`src/core/dioc_pkg.sv`:
```
// dioc_pkg: register map, field positions and reset values of the digital i/o block
// assumes a byte-addressed plain register port with 32-bit data
package dioc_pkg;
  localparam int          ADDR_W        = 8;
  localparam int          DATA_W        = 32;
  localparam int          LINES         = 8;
  localparam int          CNT_W         = 16;
  localparam int          SEL_W         = 3;
  localparam int unsigned SYS_CLK_HZ    = 40_000_000;

  // register byte offsets
  localparam logic [7:0]  OFS_OUT_CMD   = 8'h00;
  localparam logic [7:0]  OFS_IN_LEVELS = 8'h04;
  localparam logic [7:0]  OFS_COUNT     = 8'h08;
  localparam logic [7:0]  OFS_CTRL      = 8'h0C;
  localparam logic [7:0]  OFS_IRQ_STAT  = 8'h10;
  localparam logic [7:0]  OFS_IRQ_MASK  = 8'h14;

  // out_cmd fields: line select and level value
  localparam int          OUT_SEL_LSB   = 0;
  localparam int          OUT_LEVEL_BIT = 8;
  // count register: overload flag above the count
  localparam int          CNT_OVL_BIT   = 16;
  // ctrl: zero request
  localparam int          CTRL_ZERO_BIT = 0;

  // interrupt status layout
  localparam int          IRQ_W         = 3;
  localparam int          IRQ_COUNT_BIT = 0;
  localparam int          IRQ_OVL_BIT   = 1;
  localparam int          IRQ_IN_BIT    = 2;

  // reset values
  localparam logic [7:0]  OUT_RST       = 8'hFF;
  localparam logic [15:0] CNT_RST       = 16'h0000;
  localparam logic [15:0] CNT_FULL      = 16'hFFFF;
  localparam logic [2:0]  IRQ_MASK_RST  = 3'h0;
endpackage : dioc_pkg

```
`src/core/dioc_sync.sv`:
```
// dioc_sync: two-flop synchroniser for a bus of asynchronous pin levels
// assumes each bit is an independent level; no bus coherency across bits
`timescale 1ns/10ps
`default_nettype none
module dioc_sync #(
  parameter int             W      = 1,
  parameter logic [W-1:0]   RST_V  = '0
) (
  // clock and reset
  input  wire logic         sys_clk,
  input  wire logic         arst_n,
  // pins in, synchronised out
  input  wire logic [W-1:0] pin_in,
  output var  logic [W-1:0] sync_out
);
  logic [W-1:0] meta_r;

  // meta_r is read only by the second stage
  always_ff @(posedge sys_clk or negedge arst_n) begin
    if (!arst_n) begin
      meta_r   <= RST_V;
      sync_out <= RST_V;
    end else begin
      meta_r   <= pin_in;
      sync_out <= meta_r;
    end
  end
endmodule : dioc_sync
`default_nettype wire

```
`src/core/dioc_totalizer.sv`:
```
// dioc_totalizer: 16-bit saturating event counter with preset, zero and overload
// assumes inc is a one-cycle pulse already synchronous to sys_clk
`timescale 1ns/10ps
`default_nettype none
module dioc_totalizer
  import dioc_pkg::*;
(
  // clock and reset
  input  wire logic             sys_clk,
  input  wire logic             arst_n,
  // control
  input  wire logic             inc,
  input  wire logic             load,
  input  wire logic [CNT_W-1:0] load_val,
  input  wire logic             zero,
  // state
  output var  logic [CNT_W-1:0] count_r,
  output var  logic             overload_indication,
  output logic                  step_evt,
  output logic                  ovl_evt
);
  logic [CNT_W-1:0] count_nxt;
  logic             ovl_nxt;
  wire              at_full = (count_r == CNT_FULL);
  wire              host_op = load | zero;

  // host action beats a same-cycle input edge: the host value is what it asked for
  assign step_evt = inc & ~host_op & ~overload_indication & ~at_full;
  assign ovl_evt  = inc & ~host_op & ~overload_indication & at_full;

  always_comb begin
    count_nxt = count_r;
    ovl_nxt   = overload_indication;
    if (zero) begin
      count_nxt = CNT_RST;
      ovl_nxt   = 1'b0;
    end else if (load) begin
      count_nxt = load_val;
      ovl_nxt   = 1'b0;
    end else if (step_evt) begin
      count_nxt = count_r + 16'h0001;
    end else if (ovl_evt) begin
      ovl_nxt   = 1'b1;
    end
  end

  always_ff @(posedge sys_clk or negedge arst_n) begin
    if (!arst_n) begin
      count_r             <= CNT_RST;
      overload_indication <= 1'b0;
    end else begin
      count_r             <= count_nxt;
      overload_indication <= ovl_nxt;
    end
  end
endmodule : dioc_totalizer
`default_nettype wire

```
`src/core/dioc_top.sv`:
```
// dioc_top: eight output lines, eight input lines and an event counter behind a register port
// assumes pins are asynchronous, inputs have external pull-ups, one 40 MHz clock
//
// Local design decisions: the register addresses and the strobed register port.
`timescale 1ns/10ps
`default_nettype none
module dioc_top
  import dioc_pkg::*;
(
  // clock and reset
  input  wire logic              sys_clk,
  input  wire logic              arst_n,
  // register port
  input  wire logic [ADDR_W-1:0] reg_addr,
  input  wire logic [DATA_W-1:0] reg_wdata,
  input  wire logic              reg_wr,
  input  wire logic              reg_rd,
  output var  logic [DATA_W-1:0] reg_rdata,
  // digital pins
  output var  logic [LINES-1:0]  dout,
  input  wire logic [LINES-1:0]  din,
  input  wire logic              count_in,
  // status
  output var  logic              overload_indication,
  output logic                   irq
);
  // ---------------------------------------------------------------- decode
  function automatic logic hit(input logic [ADDR_W-1:0] a, input logic [7:0] ofs);
    hit = (a == ofs);
  endfunction : hit

  wire wr_out   = reg_wr & hit(reg_addr, OFS_OUT_CMD);
  wire wr_count = reg_wr & hit(reg_addr, OFS_COUNT);
  wire wr_ctrl  = reg_wr & hit(reg_addr, OFS_CTRL);
  wire wr_stat  = reg_wr & hit(reg_addr, OFS_IRQ_STAT);
  wire wr_mask  = reg_wr & hit(reg_addr, OFS_IRQ_MASK);

  // ---------------------------------------------------------------- outputs
  wire [SEL_W-1:0] out_sel   = reg_wdata[OUT_SEL_LSB +: SEL_W];
  wire             out_level = reg_wdata[OUT_LEVEL_BIT];
  wire [LINES-1:0] sel_mask  = 8'h01 << out_sel;
  logic [LINES-1:0] dout_nxt;

  // active-low lines: level 0 means on, 1 means off
  assign dout_nxt = out_level ? (dout | sel_mask)
                              : (dout & ~sel_mask);

  always_ff @(posedge sys_clk or negedge arst_n) begin
    if (!arst_n) begin
      dout <= OUT_RST;
    end else if (wr_out) begin
      dout <= dout_nxt;
    end
  end

  // ---------------------------------------------------------------- inputs
  logic [LINES-1:0] din_s;
  logic             cnt_s;
  logic             cnt_prev_r;
  logic [LINES-1:0] din_prev_r;

  // reset to ones, the open-input level, so no false change after reset
  dioc_sync #(.W(LINES), .RST_V(8'hFF)) u_din_sync (
    .sys_clk  (sys_clk),
    .arst_n   (arst_n),
    .pin_in   (din),
    .sync_out (din_s)
  );

  dioc_sync #(.W(1), .RST_V(1'b1)) u_cnt_sync (
    .sys_clk  (sys_clk),
    .arst_n   (arst_n),
    .pin_in   (count_in),
    .sync_out (cnt_s)
  );

  always_ff @(posedge sys_clk or negedge arst_n) begin
    if (!arst_n) begin
      cnt_prev_r <= 1'b1;
      din_prev_r <= 8'hFF;
    end else begin
      cnt_prev_r <= cnt_s;
      din_prev_r <= din_s;
    end
  end

  // a rising edge closes one low-then-high cycle; input must stay
  // low and high two clocks each, far above any usable count rate
  wire cnt_rise  = cnt_s & ~cnt_prev_r;
  wire in_change = |(din_s ^ din_prev_r);

  // ---------------------------------------------------------------- counter
  logic [CNT_W-1:0] count_r;
  logic             step_evt;
  logic             ovl_evt;
  wire              zero_req = wr_ctrl & reg_wdata[CTRL_ZERO_BIT];

  dioc_totalizer u_total (
    .sys_clk             (sys_clk),
    .arst_n              (arst_n),
    .inc                 (cnt_rise),
    .load                (wr_count),
    .load_val            (reg_wdata[CNT_W-1:0]),
    .zero                (zero_req),
    .count_r             (count_r),
    .overload_indication (overload_indication),
    .step_evt            (step_evt),
    .ovl_evt             (ovl_evt)
  );

  // ---------------------------------------------------------------- interrupts
  logic [IRQ_W-1:0] irq_stat_r;
  logic [IRQ_W-1:0] irq_mask_r;
  logic [IRQ_W-1:0] irq_set;
  logic [IRQ_W-1:0] irq_stat_nxt;

  assign irq_set      = {in_change, ovl_evt, step_evt};
  // set beats a same-cycle write-one clear
  assign irq_stat_nxt = (irq_stat_r & ~({IRQ_W{wr_stat}} & reg_wdata[IRQ_W-1:0]))
                      | irq_set;
  assign irq          = |(irq_stat_r & irq_mask_r);

  always_ff @(posedge sys_clk or negedge arst_n) begin
    if (!arst_n) begin
      irq_stat_r <= '0;
      irq_mask_r <= IRQ_MASK_RST;
    end else begin
      irq_stat_r <= irq_stat_nxt;
      if (wr_mask) begin
        irq_mask_r <= reg_wdata[IRQ_W-1:0];
      end
    end
  end

  // ---------------------------------------------------------------- read path
  logic [DATA_W-1:0] rd_mux;

  always_comb begin
    rd_mux = '0;
    unique case (reg_addr)
      OFS_OUT_CMD:   rd_mux[LINES-1:0] = dout;
      OFS_IN_LEVELS: rd_mux[LINES-1:0] = din_s;
      OFS_COUNT:     rd_mux = {15'h0000, overload_indication, count_r};
      OFS_IRQ_STAT:  rd_mux[IRQ_W-1:0] = irq_stat_r;
      OFS_IRQ_MASK:  rd_mux[IRQ_W-1:0] = irq_mask_r;
      default:       rd_mux = '0;
    endcase
  end

  // read data stands for one cycle only, zero otherwise
  always_ff @(posedge sys_clk or negedge arst_n) begin
    if (!arst_n) begin
      reg_rdata <= '0;
    end else begin
      reg_rdata <= reg_rd ? rd_mux : '0;
    end
  end

  logic any_out_wr_r;
  always_ff @(posedge sys_clk or negedge arst_n) begin
    if (!arst_n) begin
      any_out_wr_r <= 1'b0;
    end else if (wr_out) begin
      any_out_wr_r <= 1'b1;
    end
  end

  wire no_host = ~wr_count & ~zero_req;
endmodule : dioc_top
`default_nettype wire

```
`config.mk`:
```
export PLATFORM = sky130hd
export DESIGN_NAME = dioc_top
export DESIGN_NICKNAME = d
export VERILOG_FILES = /design/src/core/dioc_pkg.sv /design/src/core/dioc_sync.sv /design/src/core/dioc_totalizer.sv /design/src/core/dioc_top.sv
export SDC_FILE = /design/constraint.sdc
export NUM_CORES = 1
export LEC_CHECK = 0
export BUFFER_PORTS_ARGS = -buffer_cell sky130_fd_sc_hd__buf_2
export CAP_MARGIN = 20
export CORE_AREA = 2 2 85 87
export CTS_BUF_LIST = sky130_fd_sc_hd__clkbuf_4 sky130_fd_sc_hd__clkbuf_8
export DETAILED_ROUTE_END_ITERATION = 12
export DIE_AREA = 0 0 87 89
export GPL_TIMING_DRIVEN = 0
export PLACE_DENSITY = 0.77
export SYNTH_ARGS = -nofsm -noshare
export SYNTH_HDL_FRONTEND = slang
export SYNTH_SLANG_ARGS = --single-unit
```
`constraint.sdc`:
```
create_clock -name sys_clk -period 2.4 [get_ports sys_clk]
set_clock_uncertainty 0.05 [all_clocks]
set_input_delay 0.36 -clock sys_clk [delete_from_list [all_inputs] [get_ports sys_clk]]
set_output_delay 0.36 -clock sys_clk [all_outputs]
set_load 0.05 [all_outputs]
```
==> out/metrics.cfg <==
[run_status]
status = finished, final reports clean

[hold_path]
min_path_type = in2reg

[placement]
place_inst = 467
globalplace.congestion = 0.900
dp_hpwl_um = 5590
numPortBuffers = 61
pre_cts_ws_ns = 0.0838

[sta]
hold_ws_ns = 0.0422
tightest_slew_ns = 0.902
min_period_ns = 2.27
hold_viol = 0
timing.fmax_mhz = 441
fin_crit_sh_pct = 94.5
setup_viol = 0
tns_ns = 0
max_slew_margin_pct = 39.8
rsz0062_at_grt = false
drv_slew = 0
layout_setup_ws_ns = 0.131

[power_and_ir_drop]
pwr-share-clk_pct = 36.2
p_int_mw = 1.99
p_sw_share_pct = 27.7
pwr-share-seq_pct = 51.1
p_total_mw = 2.75
switchingPower_mw = 0.763
pwr_density_cell_nw_per_um2 = 643
combinationalPowerShare_pct = 12.8
ir_drop_v = 0.000464
p_leak_nw = 1.94

[worst_setup_path]
cp-end-kind = register
slowest_delay_ns = 0.58
path_buf_inv = 2
cp.required_ns = 2.59
crit_chain = ha_1 > inv_1 > or4_4 > o21a_4 > o2bb2ai_2 > buf_6 > a32o_1
worstSetupPathType = reg2reg
cp_max_fo = 10
slowest_stage = or4_4
path_delay_family = compound AO/OA/AOI/OAI gates
arrival_ns = 2.46
worstSetupStartpointType = register

[clock_network]
hold_buffers = 0
cts_sinks = 75
cts_tree = done
cts_buffers = 9
root_buffer = clkbuf_8
htreeDepth = 3
clkTransAtPathRegs_ns = 0.08
clk_latency_ns = 0.35
clockBufferDepth = 2

[logic_synthesis]
ys_ff_latch = 75
synth_area_leaders = dfrtp_1, dfstp_2, nand2_1, mux2_2, buf_4
yosysMostFrequentCell = dfrtp_1
yosysWarningCount = 0
avgSynthCellArea_um2 = 11.6
synth_edf_count = 0
synth_top_flop_cell = dfrtp_1
synth_area_um2 = 3610
ys_types = 61
netlist_instances = 312
yosys-top-cells-count = dfrtp_1, dfstp_2, nand2_1
ys_async_sr_fraction_pct = 100
yosysTopAreaCellShare_pct = 27.7
synth_top_cell_by_area = dfrtp_1
synth-seq-area-share_pct = 53.2

[routing]
via_count = 2724
firstDrtPassIters = 5
remaining_drc_errors = 0
drt_iter0_drc = 178
viasPerCell = 5.64
detail-route-antenna-nets = 0
postRouteWirelength_um = 7840
wl_per_cell_um = 16.2

[final_layout]
diodes = 0
drive_gt1_share_pct = 42.2
instances_no_fill = 483
finalNetCount = 452
areaGrowthSynthToFinish_pct = 18.6

[floorplanning]
num_rows = 30
coreArea_um2 = 6720
start_util_pct = 53.7
fp.dieArea_um2 = 7740
die_x_um = 87
io_pins = 95
fp.dieH_um = 89

[grt]
grt_pass1_vias = 2600
grt-ovfl-total = 0
antenna_found_initial = 0
grt_usage_pct = 21.6
grt_max_degree = 76
grt_pass1_wl_um = 12700

[flow_run]
maxCapViolCount = 0

-- layout by cell type (no fill, tap or decap), types with 5 or more instances in the layout --
cell type,Yosys,final
nor2_1,18,18
nor3_1,6,6
dfstp_2,35,35
a32o_1,10,10
mux2i_1,5,5
a21oi_1,8,8
nand3_1,13,13
mux2_2,11,11
buf_2,1,61
xnor2_1,9,9
inv_1,6,6
buf_4,16,17
conb_1,1,15
o31ai_1,6,6
dfrtp_1,40,40
nand2_1,33,33
and2_1,11,11
nand4_1,7,7
clkbuf_8,4,13
-- what timing repair did --
item | CTS | global route
endpoints found under the setup margin | 0 | 5
hold endpoints to repair | 0 | 0
buffers inserted | 0 | 0
gates resized for setup | 0 | 2
-- power groups by stage --
stage               Sequential [mW]  Combinational (mW)  Clock [mW]
floorplan                      1.41               0.245           0
global placement               1.42               0.341           0
detailed placement             1.43               0.348           0
CTS                            1.40               0.351        1.02
global route                   1.42               0.381        1.08
finish                         1.41               0.351       0.995
-- cells by family after synthesis --
| kind of cell | after synthesis | synth area share, % |
|---|---|---|
| buffers and inverters | 36 | 7.83 |
| and+or+nand+nor | 115 | 17.1 |
| adders and majority gates | 1 | 0.346 |
| muxes | 19 | 6.69 |
| DFF | 75 | 53.2 |
| xor gates and xnor gates | 9 | 2.18 |
| AOI/OAI and AO/OA | 56 | 12.5 |
| other | 1 | 0.104 |
-- cell type report --
class | instances | area [um^2]
Multi-Input combinational cell | 215 | 1470
Clock buffer | 10 | 131
Buffer | 30 | 260
Sequential cell | 75 | 1920
Fill cell | 543 | 2440
Tap cell | 80 | 100
Timing Repair Buffer | 61 | 308
Inverter | 6 | 22.5
Clock inverter | 6 | 70.1
-- per-layer routing --
metal / part of all wire (%) / global-route usage, % / wire length [um] / vias to the layer above
li1: - / - / - / 1274
met1: 43 / 28.9 / 3400 / 1324
met2: 48 / 33.8 / 3780 / 110
met3: 6.6 / 3.97 / 514 / 16
met4: 1.9 / 11.1 / 150 / 0
met5: 0 / 0 / 0 / -
-- final timing paths --
path	startpoint	to	slack (ns)	cells after the start
setup / recovery	u_total.count_r[1]$_DFFE_PN0P_	u_total.count_r[7]$_DFFE_PN0P_	0.13	7
hold / removal	din[2]	u_din_sync.meta_r[2]$_DFF_PN1_	0.04	1
setup reg to reg	u_total.count_r[1]$_DFFE_PN0P_	u_total.count_r[7]$_DFFE_PN0P_	0.13	7
hold reg to reg	u_din_sync.meta_r[0]$_DFF_PN1_	u_din_sync.sync_out[0]$_DFF_PN1_	0.30	0
max in group asynchronous	arst_n	reg_rdata[16]$_DFF_PN0_	1.63	1
min in group asynchronous	arst_n	reg_rdata[5]$_DFF_PN0_	0.08	1
-- per-stage QoR --
step | util (%) | cell area [um^2]
global route | 63.7 | 4280
finish | 63.7 | 4280
floorplan | - | 3660
CTS | 63.6 | 4270
global placement | 60.6 | 4070
detailed placement | 60.6 | 4070
(Power assumes the default switching activity.)
